<file path="src/adc_ctl_pkg.sv">
`default_nettype none
package adc_ctl_pkg;
   // Register indices on the plain register port.
   localparam logic [3:0] mode_reg_addr     = 4'h0;
   localparam logic [3:0] chan_reg_addr     = 4'h1;
   localparam logic [3:0] pincfg_reg_addr   = 4'h2;
   localparam logic [3:0] res_wide_addr     = 4'h3;
   localparam logic [3:0] res_high_addr     = 4'h4;
   localparam logic [3:0] irq_stat_addr     = 4'h5;
   localparam logic [3:0] irq_mask_addr     = 4'h6;
   localparam logic [3:0] status_addr       = 4'h7;
   // Mode register fields and result format.
   localparam int run_bit_pos  = 7;
   localparam int cmp_en_pos   = 0;
   localparam int res_bits     = 10;
   localparam int res_shift    = 6;
   // Reset values.
   localparam logic [7:0]  mode_rst   = 8'h00;
   localparam logic [7:0]  chan_rst   = 8'h00;
   localparam logic [7:0]  pincfg_rst = 8'h00;
   localparam logic [15:0] wide_rst   = 16'h0000;
   localparam logic [7:0]  high_rst   = 8'h00;
   localparam logic [1:0]  mask_rst   = 2'h0;
   // Timing.
   localparam int clk_mhz       = 250;
   localparam int settle_us     = 1;
   localparam int settle_cycles = settle_us * clk_mhz;
   localparam int sample_cycles = 8;
   localparam int bit_cycles    = 4;
   typedef enum logic [1:0] {
      st_idle   = 2'b00,
      st_sample = 2'b01,
      st_convert = 2'b11
   } seq_state_e;
endpackage
`default_nettype wire

</file>
<file path="src/sar_if.sv">
`timescale 1ns/1ns
`default_nettype none
interface sar_if;
   logic       start;
   logic       abort;
   logic       comp_in;
   logic       done;
   logic [9:0] code;
   logic       busy;
   logic       sampling;
   modport seq (output start, output abort, input comp_in,
                input done, input code, input busy, input sampling);
   modport core (input start, input abort, input comp_in,
                 output done, output code, output busy, output sampling);
endinterface
`default_nettype wire

</file>
<file path="src/sar_core.sv">
`timescale 1ns/1ns
`default_nettype none
module sar_core
   import adc_ctl_pkg::*;
(
   input  wire logic core_clk,
   input  wire logic srst,
   sar_if.core       sar
);
   seq_state_e          state_q;
   logic [3:0]          bit_q;
   logic [7:0]          cnt_q;
   logic [res_bits-1:0] sar_q;
   logic                done_q;
   wire logic           cnt_end = (cnt_q == 8'h00);

   assign sar.done     = done_q;
   assign sar.code     = sar_q;
   assign sar.busy     = (state_q != st_idle);
   assign sar.sampling = (state_q == st_sample);

   // Conversion period starts at sampling and ends on the done pulse.
   always_ff @(posedge core_clk) begin
      done_q <= 1'b0;
      if (srst || sar.abort) begin
         state_q <= st_idle;
         bit_q   <= 4'h0;
         cnt_q   <= 8'h00;
         sar_q   <= '0;
      end else begin
         case (state_q)
            st_idle: if (sar.start) begin
               state_q <= st_sample;
               cnt_q   <= 8'(sample_cycles - 1);
            end
            st_sample: if (cnt_end) begin
               state_q <= st_convert;
               bit_q   <= 4'(res_bits - 1);
               sar_q   <= 10'h200;
               cnt_q   <= 8'(bit_cycles - 1);
            end else begin
               cnt_q <= cnt_q - 8'h01;
            end
            st_convert: if (cnt_end) begin
               sar_q[bit_q] <= sar.comp_in;
               if (bit_q == 4'h0) begin
                  state_q <= st_idle;
                  done_q  <= 1'b1;
               end else begin
                  sar_q[bit_q - 4'h1] <= 1'b1;
                  bit_q <= bit_q - 4'h1;
                  cnt_q <= 8'(bit_cycles - 1);
               end
            end else begin
               cnt_q <= cnt_q - 8'h01;
            end
            default: state_q <= st_idle;
         endcase
      end
   end
endmodule
`default_nettype wire

</file>
<file path="src/settle_timer.sv">
`timescale 1ns/1ns
`default_nettype none
module settle_timer
   import adc_ctl_pkg::*;
(
   input  wire logic core_clk,
   input  wire logic srst,
   input  wire logic enable,
   output logic      settled
);
   // Counts how long the comparator enable bit has been set before a start.
   logic [8:0] cnt_q;
   always_ff @(posedge core_clk) begin
      if (srst || !enable) begin
         cnt_q <= 9'h000;
      end else if (cnt_q != 9'(settle_cycles)) begin
         cnt_q <= cnt_q + 9'h001;
      end
   end
   assign settled = (cnt_q == 9'(settle_cycles));
endmodule
`default_nettype wire

</file>
<file path="src/adc_sequencer.sv">
// How it works
// - Result is a 10-bit code.
// - Conversion period includes sampling, ends at result.
// - Deep stop halts converter; hardware clears run bit.
// - Colliding result read returns old value first.
// - Config write beats result store, no interrupt.
// - Channel write leaves interrupt flag alone.
// - Old-channel result may set flag before rewrite.
// - Early start marks first result as suspect.
// - Config write drops the result; result registers keep old code.
// - Channel rewrite aborts and restarts conversion.
// - Clearing run bit stops, keeps last result.
// - Running: store, interrupt, start next conversion.
// - Wide result 16 bits, high byte 8 bits.
//
// Chosen here: the strobed register port and the register addresses.
`timescale 1ns/1ns
`default_nettype none
module adc_sequencer
   import adc_ctl_pkg::*;
(
   input  wire logic       core_clk,
   input  wire logic       srst,
   input  wire logic [3:0] reg_addr,
   input  wire logic [7:0] reg_wdata,
   input  wire logic [1:0] reg_wbyte,
   input  wire logic       reg_wr,
   input  wire logic       reg_rd,
   output logic [15:0]     reg_rdata,
   input  wire logic       deep_stop,
   input  wire logic       comparator_out,
   output logic [2:0]      analog_channel,
   output logic            sample_switch,
   output logic            comparator_power,
   output logic [7:0]      analog_pin_config,
   output logic            conv_end_irq,
   output logic            irq_out
);
   logic [7:0]  converter_mode_reg_q;
   logic [7:0]  channel_select_reg_q;
   logic [7:0]  analog_pin_config_reg_q;
   logic [15:0] result_wide_reg_q;
   logic [7:0]  result_high_byte_reg_q;
   logic [1:0]  irq_stat_q;
   logic [1:0]  irq_mask_q;
   logic        pend_valid_q;
   logic [9:0]  pend_code_q;
   logic        suspect_q;
   logic        first_pending_q;
   logic [15:0] rdata_q;
   logic [15:0] rdata_d;
   logic        conv_end_irq_q;
   logic        irq_q;
   logic        sample_q;
   logic [2:0]  chan_q;
   logic        cmp_pwr_q;
   logic [7:0]  pincfg_out_q;
   logic        busy_prev_q;

   sar_if sar ();

   sar_core u_core (
      .core_clk (core_clk),
      .srst     (srst),
      .sar      (sar)
   );

   wire logic settled;
   settle_timer u_settle (
      .core_clk (core_clk),
      .srst     (srst),
      .enable   (converter_mode_reg_q[cmp_en_pos]),
      .settled  (settled)
   );

   wire logic wr_mode   = reg_wr && (reg_addr == mode_reg_addr);
   wire logic wr_chan   = reg_wr && (reg_addr == chan_reg_addr);
   wire logic wr_pincfg = reg_wr && (reg_addr == pincfg_reg_addr);
   wire logic wr_cfg    = wr_mode || wr_chan || wr_pincfg;
   wire logic wr_stat   = reg_wr && (reg_addr == irq_stat_addr);
   wire logic wr_mask   = reg_wr && (reg_addr == irq_mask_addr);
   wire logic rd_result = reg_rd && ((reg_addr == res_wide_addr) ||
                                     (reg_addr == res_high_addr));
   wire logic run       = converter_mode_reg_q[run_bit_pos] && !deep_stop;
   wire logic run_next  = wr_mode ? reg_wdata[run_bit_pos] : run;
   // The write-lane strobes select nothing; reg_wbyte[1] only drives unused_lane.
   wire logic unused_lane = reg_wbyte[1];

   // Candidate result: either fresh from the core or held over a read.
   wire logic       new_done = sar.done;
   wire logic       have_res = new_done || pend_valid_q;
   wire logic [9:0] res_code = new_done ? sar.code : pend_code_q;
   // A result read in the same cycle, without a config write, defers the store by one cycle.
   wire logic defer     = have_res && rd_result && !wr_cfg;
   wire logic store     = have_res && !rd_result && !wr_cfg;
   wire logic abort     = wr_chan || !run;
   wire logic start     = run_next && !sar.busy && !wr_chan;
   wire logic early     = !converter_mode_reg_q[cmp_en_pos] || !settled;
   wire logic [1:0] ev  = {store && first_pending_q && suspect_q, store};
   wire logic [1:0] stat_d = (irq_stat_q & ~(wr_stat ? reg_wdata[1:0]
                                                     : 2'h0)) | ev;

   assign sar.start   = start && !abort;
   assign sar.abort   = abort;
   assign sar.comp_in = comparator_out;

   always_ff @(posedge core_clk) begin
      if (srst) begin
         converter_mode_reg_q    <= mode_rst;
         channel_select_reg_q    <= chan_rst;
         analog_pin_config_reg_q <= pincfg_rst;
         irq_mask_q              <= mask_rst;
      end else begin
         if (wr_mode) begin
            converter_mode_reg_q <= reg_wdata;
         end else if (deep_stop) begin
            converter_mode_reg_q[run_bit_pos] <= 1'b0;
         end
         // The flag is not touched here on purpose.
         if (wr_chan) begin
            channel_select_reg_q <= reg_wdata;
         end
         if (wr_pincfg) begin
            analog_pin_config_reg_q <= reg_wdata;
         end
         if (wr_mask) begin
            irq_mask_q <= reg_wdata[1:0];
         end
      end
   end

   // A config write drops any waiting result, so the registers keep
   // the old code rather than a corrupted one.
   always_ff @(posedge core_clk) begin
      if (srst) begin
         result_wide_reg_q      <= wide_rst;
         result_high_byte_reg_q <= high_rst;
         pend_valid_q           <= 1'b0;
         pend_code_q            <= 10'h000;
      end else begin
         pend_valid_q <= defer;
         if (defer) begin
            pend_code_q <= res_code;
         end
         if (store) begin
            result_wide_reg_q      <= {res_code, 6'h00};
            result_high_byte_reg_q <= res_code[9:2];
         end
      end
   end

   // Set wins over the write-one-to-clear.
   always_ff @(posedge core_clk) begin
      if (srst) begin
         irq_stat_q      <= 2'h0;
         conv_end_irq_q  <= 1'b0;
         irq_q           <= 1'b0;
         suspect_q       <= 1'b0;
         first_pending_q <= 1'b0;
         busy_prev_q     <= 1'b0;
      end else begin
         irq_stat_q     <= stat_d;
         conv_end_irq_q <= store;
         irq_q          <= |(stat_d & irq_mask_q);
         busy_prev_q    <= sar.busy;
         // Only a start from a stopped core counts as a first result; a
         // back-to-back start in the done cycle sees busy from before.
         if (sar.start && !busy_prev_q) begin
            first_pending_q <= 1'b1;
            suspect_q       <= early;
         end else if (store) begin
            first_pending_q <= 1'b0;
            suspect_q       <= 1'b0;
         end
      end
   end

   always_ff @(posedge core_clk) begin
      if (srst) begin
         rdata_q      <= 16'h0000;
         sample_q     <= 1'b0;
         chan_q       <= 3'h0;
         cmp_pwr_q    <= 1'b0;
         pincfg_out_q <= 8'h00;
      end else begin
         rdata_q      <= reg_rd ? rdata_d : 16'h0000;
         sample_q     <= sar.sampling;
         chan_q       <= channel_select_reg_q[2:0];
         cmp_pwr_q    <= converter_mode_reg_q[cmp_en_pos] && !deep_stop;
         pincfg_out_q <= analog_pin_config_reg_q;
      end
   end

   always_comb begin
      case (reg_addr)
         mode_reg_addr:   rdata_d = {8'h00, converter_mode_reg_q};
         chan_reg_addr:   rdata_d = {8'h00, channel_select_reg_q};
         pincfg_reg_addr: rdata_d = {8'h00, analog_pin_config_reg_q};
         res_wide_addr:   rdata_d = result_wide_reg_q;
         res_high_addr:   rdata_d = {8'h00, result_high_byte_reg_q};
         irq_stat_addr:   rdata_d = {14'h0000, irq_stat_q};
         irq_mask_addr:   rdata_d = {14'h0000, irq_mask_q};
         status_addr:     rdata_d = {13'h0000, suspect_q, sar.sampling,
                                     sar.busy};
         default:         rdata_d = 16'h0000;
      endcase
   end

   assign reg_rdata         = rdata_q;
   assign analog_channel    = chan_q;
   assign sample_switch     = sample_q;
   assign comparator_power  = cmp_pwr_q;
   assign analog_pin_config = pincfg_out_q;
   assign conv_end_irq      = conv_end_irq_q;
   assign irq_out           = irq_q;
endmodule
`default_nettype wire

</file>
<file path="config.mk">
export PLATFORM = sky130hd
export DESIGN_NAME = adc_sequencer
export DESIGN_NICKNAME = d
export VERILOG_FILES = /design/src/adc_ctl_pkg.sv /design/src/sar_if.sv /design/src/sar_core.sv /design/src/settle_timer.sv /design/src/adc_sequencer.sv
export SDC_FILE = /design/constraint.sdc
export NUM_CORES = 1
export LEC_CHECK = 0
export BUFFER_PORTS_ARGS = -buffer_cell sky130_fd_sc_hd__buf_4
export CORE_ASPECT_RATIO = 1.2
export CORE_MARGIN = 3
export CORE_UTILIZATION = 25
export DETAILED_ROUTE_END_ITERATION = 12
export SKIP_CTS_REPAIR_TIMING = 1
export SYNTH_ARGS = -nofsm -noshare
export SYNTH_HDL_FRONTEND = slang
export SYNTH_HIERARCHICAL = 1
export SYNTH_SLANG_ARGS = --single-unit
export TNS_END_PERCENT = 50
</file>
<file path="constraint.sdc">
create_clock -name core_clk -period 3.21 [get_ports core_clk]
set_clock_uncertainty 0.05 [all_clocks]
set_input_delay 0.321 -clock core_clk [delete_from_list [all_inputs] [get_ports core_clk]]
set_output_delay 0.321 -clock core_clk [all_outputs]
set_load 0.02 [all_outputs]
</file>
* After elaboration in Yosys (flattened, before gate mapping)
Index checks and enable logic that the tools add are counted.
** Word-level totals
- Flip-flop bits (word level) :: 125
- Input bits :: 20
- Word-level logic and storage cells :: 145
** Operators by class
- Add/sub/neg operators :: 3
- $lt $le $gt $ge :: 4
- Equal/unequal tests :: 17
- Mux-type cells :: 33
- Bitwise gates (word level) :: 8
- Reduce and logical (&&, ||, !) cells :: 54
** Operators by type and width (count)
- $pmux 16 s8 :: 1
- $mux 10 :: 4
- $mux 8 :: 4
- $pmux 8 s3 :: 1
- $logic_and 1x1->1 :: 20
- $pmux 10 s2 :: 1
- $eq 4x3->1 const B :: 4
- $mux 4 :: 3
- $bwmux 10 :: 1
- $logic_not 1->1 :: 10
- $lt 4x5->1 const B :: 2
- $mux 2 :: 5
- $or 10x10->10 :: 1
- $add 9x1->9 const B :: 1
- $eq 9x8->1 const B :: 1
- $mux 1 :: 9
- $ne 9x8->1 const B :: 1
- $demux 1 s4 :: 2
- $eq 4x2->1 const B :: 2
- $ge 4x1->1 const B :: 2
- $logic_not 4->1 :: 2
- $logic_not 8->1 :: 1
- $logic_or 1x1->1 :: 8
- $pmux 4 s2 :: 1
- 20 further kinds :: 32

* Logic depth before layout (Yosys ltp)
Gate-level depths: netlist of run 1.
- Depth in word-level cells :: 11
- Mapped depth :: 9
- Gate-level depth less buffers :: 7

* Hierarchy
The synthesis of run 1 kept the hierarchy.
** Modules (own cells, without submodules)
- adc_sequencer :: instances 1, cells each 338, area each 3339.5 sq um
- sar_core :: instances 1, cells each 208, area each 1729.2 sq um
- settle_timer :: instances 1, cells each 49, area each 426.7 sq um

* Worst setup path before layout of run 1
OpenSTA, ideal clock, no wires.
- Kind :: reg-to-reg
- From :: register u_core.state_q[0]
- To :: register u_core.cnt_q[2]
- Setup time :: 0.115 ns
- Arrival :: 2.092 ns
- Data required time :: 3.045 ns
- Path slack :: 0.954 ns
- Cell stages (with the launch flop) :: 10
- Path buffers :: 2
- Cell sequence :: dfxtp_1 buf_2 clkbuf_1 or2_2 inv_1 o311a_1 nor2b_1 o32a_1 nor2_1 a2111oi_0
** On the way
- Word-level cells in the longest chain between the ends :: 7
- Elaborated cells between the ends (all ways) :: 13
- Classes of those cells :: eq/ne: 4; mux: 1; reduce/logical: 8
** Ends and longest elaborated chain
- start: declaration :: line sar_core.sv:10 : seq_state_e state_q;
- start signal: assignment :: line sar_core.sv:26 : state_q <= st_idle;
- start signal: assignment :: line sar_core.sv:33 : state_q <= st_sample;
- start signal: assignment :: line sar_core.sv:37 : state_q <= st_convert;
- $reduce_bool 2->1 :: line sar_core.sv:19 : assign sar.busy = (state_q != st_idle);
- named net sar.busy :: line sar_if.sv:9 : logic busy;
- $logic_not 1->1 :: line adc_sequencer.sv:97 : wire logic start = run_next && !sar.busy && !wr_chan;
- $logic_and 1x1->1 (2 in series) :: line adc_sequencer.sv:97
- $logic_and 1x1->1 :: line adc_sequencer.sv:103 : assign sar.start = start && !abort;
- named net sar.start :: line sar_if.sv:4 : logic start;
- $ne 2x2->1 (no line)
- $reduce_and 3->1 (no line)
- end signal: assignment :: line sar_core.sv:42 : cnt_q <= cnt_q - 8'h01;
- end signal: assignment :: line sar_core.sv:52 : cnt_q <= 8'(bit_cycles - 1);
- end signal: assignment :: line sar_core.sv:55 : cnt_q <= cnt_q - 8'h01;
- end: declaration :: line sar_core.sv:12 : logic [7:0] cnt_q;
The timed path passes the listed nets, and every way through them passes these cells.
A chain may end at the register's enable or synchronous reset.

* Worst setup path after layout of run 1
- From :: register u_core.state_q[1]
- To :: register u_core.cnt_q[2]
Same word-level chain as after synthesis.

==> metrics, run 1 <==
status finished clean; Layout Nets approximately 660; Post-synth EDFFs 0; htree depth 4; GPL Wtd Cong 0.818; cell with the most instances after synthesis dfxtp_1; register bit total from synthesis about 120; ANT cells 0; root buffer cell clkbuf_16; Sw Share 0.203; Yosys cell types 73; CTS Buf Count 17; CTS tree yes; crit path launch type flop; Pint approximately 3 mW; final hold violation count 0; synthesized cell area roughly 5500 µm²; worst hold path class primary input to flop; clock sink total 117; drt initial violations about 270; Final Cycle Share 0.718; Syn Area/Cell slightly above 9 µm²; maximum VDD drop roughly 0.47 mV; Pre-Repair DR Iteration Count 4; Slew Limit Fails 0; first-pass GRT wire length about 22000 µm; sequential area share after synthesis 0.426; area grow syn2layout 22.2%; Core Area 21300 µm²; sequential share of power 0.400; I/O pins 51; slowest CP cell dfxtp_1; crit-path max cell delay roughly 430 ps; minimum clock period 2310 ps; Starting Density 0.258; met2 usage 0.179; GR peak layer met2; Tightest Pin Transition 899 ps; GRT Util Overall 0.111; Cell Chain, Critical Path or2_2, inv_1, o311a_1, nor2b_1, o32a_1, nor2_1, a2111oi_0; total gr overflow 0; synth cell count leaders dfxtp_1 (117), nor2_1 (68), mux2i_1 (50); final setup violation count 0; via count 4453; setup tns final 0 ps; share of cells above drive strength 1 0.163; Clock transition at path regs roughly 50 ps; IO buf count 48; pre-CTS setup slack 843 ps; Yosys top cell area share 0.426; ys async rst share 0; DR DRC count 0; clock buffer depth 2; met3 usage 0.0375; clock share of power 0.571; Die H approximately 170 µm; unrepaired setup endpoints after global routing no; initial antenna violation count 0; Peak Freq ~430 MHz; full die area 23800 µm²; max_slew headroom 0.395; Via-to-Cell Ratio between 4 and 5; total power between 3 and 4 mW; worst skew pair latency slightly above 400 ps; largest net degree at the start of global routing 52; Critical Path End Type flop; worst-path maximum fanout 13; worst setup margin 904 ps; YS warnings 6; vias in the first global route ~4300; wire length per cell about 15 µm; grt met1 use 0.135; synthesized net count approximately 630; max-cap violation count 0; Die X about 140 µm; FP Rows 58; routed wire length between 10000 and 15000 µm; static leakage roughly 2.5 nW; Synth area leaders dfxtp_1 (43%), mux2i_1 (9.1%), nor2_1 (4.6%); cell count after synthesis roughly 600; dpl hpwl roughly 9200 µm; Gate power share 0.030; CP Class flop to flop; commonest register cell after synthesis dfxtp_1; Switch Pwr between 700 and 800 µW; Detail Route Antenna Nets 0; area leader, netlist dfxtp_1; Req. time, crit path 3450 ps; critical path arrival 2540 ps; areal power density over the cells roughly 550 nW/µm²
[through the flow]
stage | util | hold slack (ps) | instances | instance area, µm²
6_report | 0.316 | 48.3 | 913 | 6710
2_1_floorplan | - | 347 | 595 | 5500
3_3_place_gp | 0.285 | 416 | 881 | 6050
5_1_grt | 0.316 | 28.3 | 913 | 6710
4_1_cts | 0.316 | 34.5 | 913 | 6710
3_5_place_dp | 0.285 | 421 | 881 | 6050
[final cells by class]
class | count | area, µm²
inverter | 16 | 60.1
sequential | 117 | 2340
tap | 270 | 338
clock inverter | 12 | 201
clock buffer | 20 | 457
multi-input combinational | 425 | 2920
timing repair buffer | 53 | 398
fill | 2199 | 14600
[cells by family after synthesis]
logic type	share of synthesized area
flip-flops	0.426
AND/OR/NAND/NOR	0.218
XOR/XNOR	0.00478
AO/OA/AOI/OAI	0.173
adder cells (fa/ha/maj)	0.0250
buffers and inverters	0.0430
multiplexers	0.110
[worst max-delay path: cells and delay by family, from the launching register on]
kind / cells / cell delay [ps]
simple gates: 3 / 800
flops: 1 / 430
compound gates: 3 / 830
buf+inv: 1 / 80
[cells in the final DEF, fill, tap and decap left out, drive strengths merged, types with 3 or more instances in the layout]
cell	n
o32a	6
nand4b	5
a22oi	8
nand4	9
o21ai	36
and2	9
dfxtp	117
ha	11
nand2	22
nor3b	6
a31oi	9
nor3	11
bufinv	5
nor2b	24
buf	53
or2	3
a32oi	4
mux2	5
nand3b	6
clkbuf	20
mux2i	50
o31ai	5
a21oi	35
a22o	3
a21o	5
nand2b	7
o211ai	3
nor2	69
a2111oi	4
inv	16
nand3	9
or3	21
clkinv	5
[per-layer routing]
metal | share of wire | vias to the layer above
met2 | 0.47 | 101
met4 | 0.023 | 0
met3 | 0.053 | 17
li1 | - | 2239
met5 | 0 | -
met1 | 0.45 | 2096
[worst paths after layout]
kind,endpoint,cells after the start,slack (ps),start
setup / recovery,u_core/cnt_q[2],7,900,u_core/state_q[1]
hold / removal,comparator_power,2,50,deep_stop
setup reg to reg,u_core/cnt_q[2],7,900,u_core/state_q[1]
hold reg to reg,analog_pin_config[2],1,430,analog_pin_config_reg_q[2]
[registers in the layout (all words and copies together) (netlist names), 9 cells and up]
signal and cells:
pend_code_q 10, reg_rdata 16, u_core/sar.code 10, u_settle/cnt_q 9
[power groups by stage]
stage / logic (mW) / clock network [mW] / registers [mW]
floorplan: 0.0659 / 0 / 1.49
global placement: 0.108 / 0 / 1.49
detailed placement: 0.108 / 0 / 1.49
CTS: 0.108 / 2.12 / 1.46
global route: 0.119 / 2.19 / 1.46
finish: 0.109 / 2.09 / 1.46
No activity file was read; power rests on OpenSTA's default activity.
==> inputs of run 2 (changes only) <==
==> constraint.sdc (replaced) <==
create_clock -name core_clk -period 2.15 [get_ports core_clk]
set_clock_uncertainty 0.05 [all_clocks]
set_input_delay 0.215 -clock core_clk [delete_from_list [all_inputs] [get_ports core_clk]]
set_output_delay 0.215 -clock core_clk [all_outputs]
set_load 0.02 [all_outputs]
==> run 2 against run 1 <==
Compared with the run above: critical path depth decreased by 1; via count rose by 2.0%; wire length increased by 1.1%; final cell count is 2.8% higher; critical path type unchanged.
==> metrics, run 2 (synthesis results as in run 1) <==
Clock transition at path regs 60 ps (about the same); crit-path max cell delay 570 ps (+140 ps); status finished clean; Final Cycle Share 0.907 (+0.189); via count 4542 (+2.0%); worst-path maximum fanout 7 (-6); final setup violation count 0 (unchanged); final hold violation count 0 (unchanged); slowest CP cell or4b_4; routed wire length 13400 µm (+1.1%); Placement Cell Area 6240 µm² (+3.1%); Largest register FFs 16 (unchanged); crit path launch type flop; Req. time, crit path 2450 ps (-1000 ps); FP Rows 58 (unchanged); pre-CTS setup slack -28.4 ps (-871 ps); Starting Density 0.258 (unchanged); Cell Chain, Critical Path inv_1, ha_1, or4b_4, o32ai_4, a22o_1, a22o_1; Die X 141 µm (unchanged); worst hold path class primary input to flop; CTS Buf Count 17 (unchanged); I/O pins 51 (unchanged); Slew Limit Fails 0 (unchanged); setup tns final 0 ps (unchanged); CP Class flop to flop; maximum VDD drop 0.584 mV (+23%); dpl hpwl 9720 µm (+5.2%); worst setup margin 199 ps (-704 ps); fin util 0.326 (+0.0102); GRT Util Overall 0.114 (+0.00339); htree depth 4 (unchanged); share of cells above drive strength 1 0.205 (+0.0415); IO buf count 48 (unchanged); max-cap violation count 0 (unchanged); commonest non-fill, non-tap cells in the layout dfxtp_1 (117), buf_4 (78), nor2_1 (68), mux2i_1 (50), o21ai_0 (34); areal power density over the cells 776 nW/µm² (+42%); full die area 23800 µm² (unchanged); clock sink total 117 (unchanged); most used cell, CP a22o_1; unrepaired setup endpoints after global routing no; CTS tree yes; DR DRC count 0 (unchanged); drt initial violations 226 (-17%); critical path arrival 2250 ps (-290 ps); root buffer cell clkbuf_16; Peak Freq 513 MHz (+18%); Tightest Pin Transition 904 ps (+4.94 ps); wire length per cell 14.3 µm (-1.7%); GPL Wtd Cong 0.844 (+3.2%); fin cells 939 (+2.8%); first-pass GRT wire length 22100 µm (+1.5%); initial antenna violation count 0 (unchanged); Core Area 21300 µm² (unchanged); area grow syn2layout 26.1%; Layout Nets 687 (+3.9%); most common cell after layout, fill and taps aside dfxtp_1; static leakage 2.66 nW (+4.9%); ANT cells 0 (unchanged); minimum clock period 1950 ps (-356 ps); reg2reg start u_core/cnt_q[0]; Die H 168 µm (unchanged); clock buffer depth 2 (unchanged); worst skew pair latency 410 ps (about the same); dpl cells 906 (+2.8%); Via-to-Cell Ratio 4.84 (-0.83%); worst setup path start u_core/cnt_q[0]; max_slew headroom 0.392 (-0.00332); worst hold start reg_wdata[5]; total gr overflow 0 (unchanged); largest net degree at the start of global routing 37 (-29%); Pre-Repair DR Iteration Count 4 (unchanged); Layout fillers 2151 (-2.2%); Critical Path End Type flop; total power 5.38 mW (+47%); Detail Route Antenna Nets 0 (unchanged); Fin Hold WS 6.75 ps (-41.5 ps); vias in the first global route 4261 (-0.47%); final non-filler cell area 6930 µm² (+3.2%)
run 2: changes by cell type in the layout (fill, tap and decap cells not counted), moves of 2 or more:
cell,change
a2111oi_0,-3
buf_4,+25
nor2b_1,-2
clkinv_4,-3
clkinv_2,+2
a2111oi_2,+3
clkbuf_8,+2
run 2: report_power, final:
group	switching, mW	internal (mW)	total, mW
clock network	0.964	2.05	3.02
registers	0.00486	2.18	2.18
logic	0.109	0.0679	0.177
total	1.08	4.30	5.38
run 2: final timing paths:
path / to / slack (ps) / depth (start not counted)
max: u_core/cnt_q[3] / 200 / 6
min: channel_select_reg_q[5] / 7 / 3
max reg2reg: u_core/cnt_q[3] / 200 / 6
min reg2reg: first_pending_q / 430 / 2
run 2: final cells by class:
cell class | count | area (µm²) | area share
repair buffers | 79 | 596 | 0.0859
clock inverters | 9 | 148 | 0.0213
flip-flops and latches | 117 | 2340 | 0.338
clock buffers | 23 | 488 | 0.0704
inverters | 16 | 60.1 | 0.00867
multi-input cells | 425 | 2960 | 0.427
well taps | 270 | 338 | 0.0487
run 2: worst max-delay path, delay by kind of cell, from the launching register on:
kind / cells / cell delay [ps]
buffers and inverters: 1 / 60
and+or+nand+nor: 1 / 570
adders and majority gates: 1 / 220
DFF: 1 / 330
AOI/OAI and AO/OA: 3 / 670
run 2: per-layer routing:
metal | track usage | routed length [µm] | up-vias | share of wire
met1 | 0.139 | 5870 | 2129 | 0.44
met4 | 0.0324 | 148 | 0 | 0.011
met3 | 0.0347 | 741 | 14 | 0.055
met2 | 0.194 | 6640 | 97 | 0.50
met5 | 0 | 0 | - | 0
li1 | - | - | 2302 | -
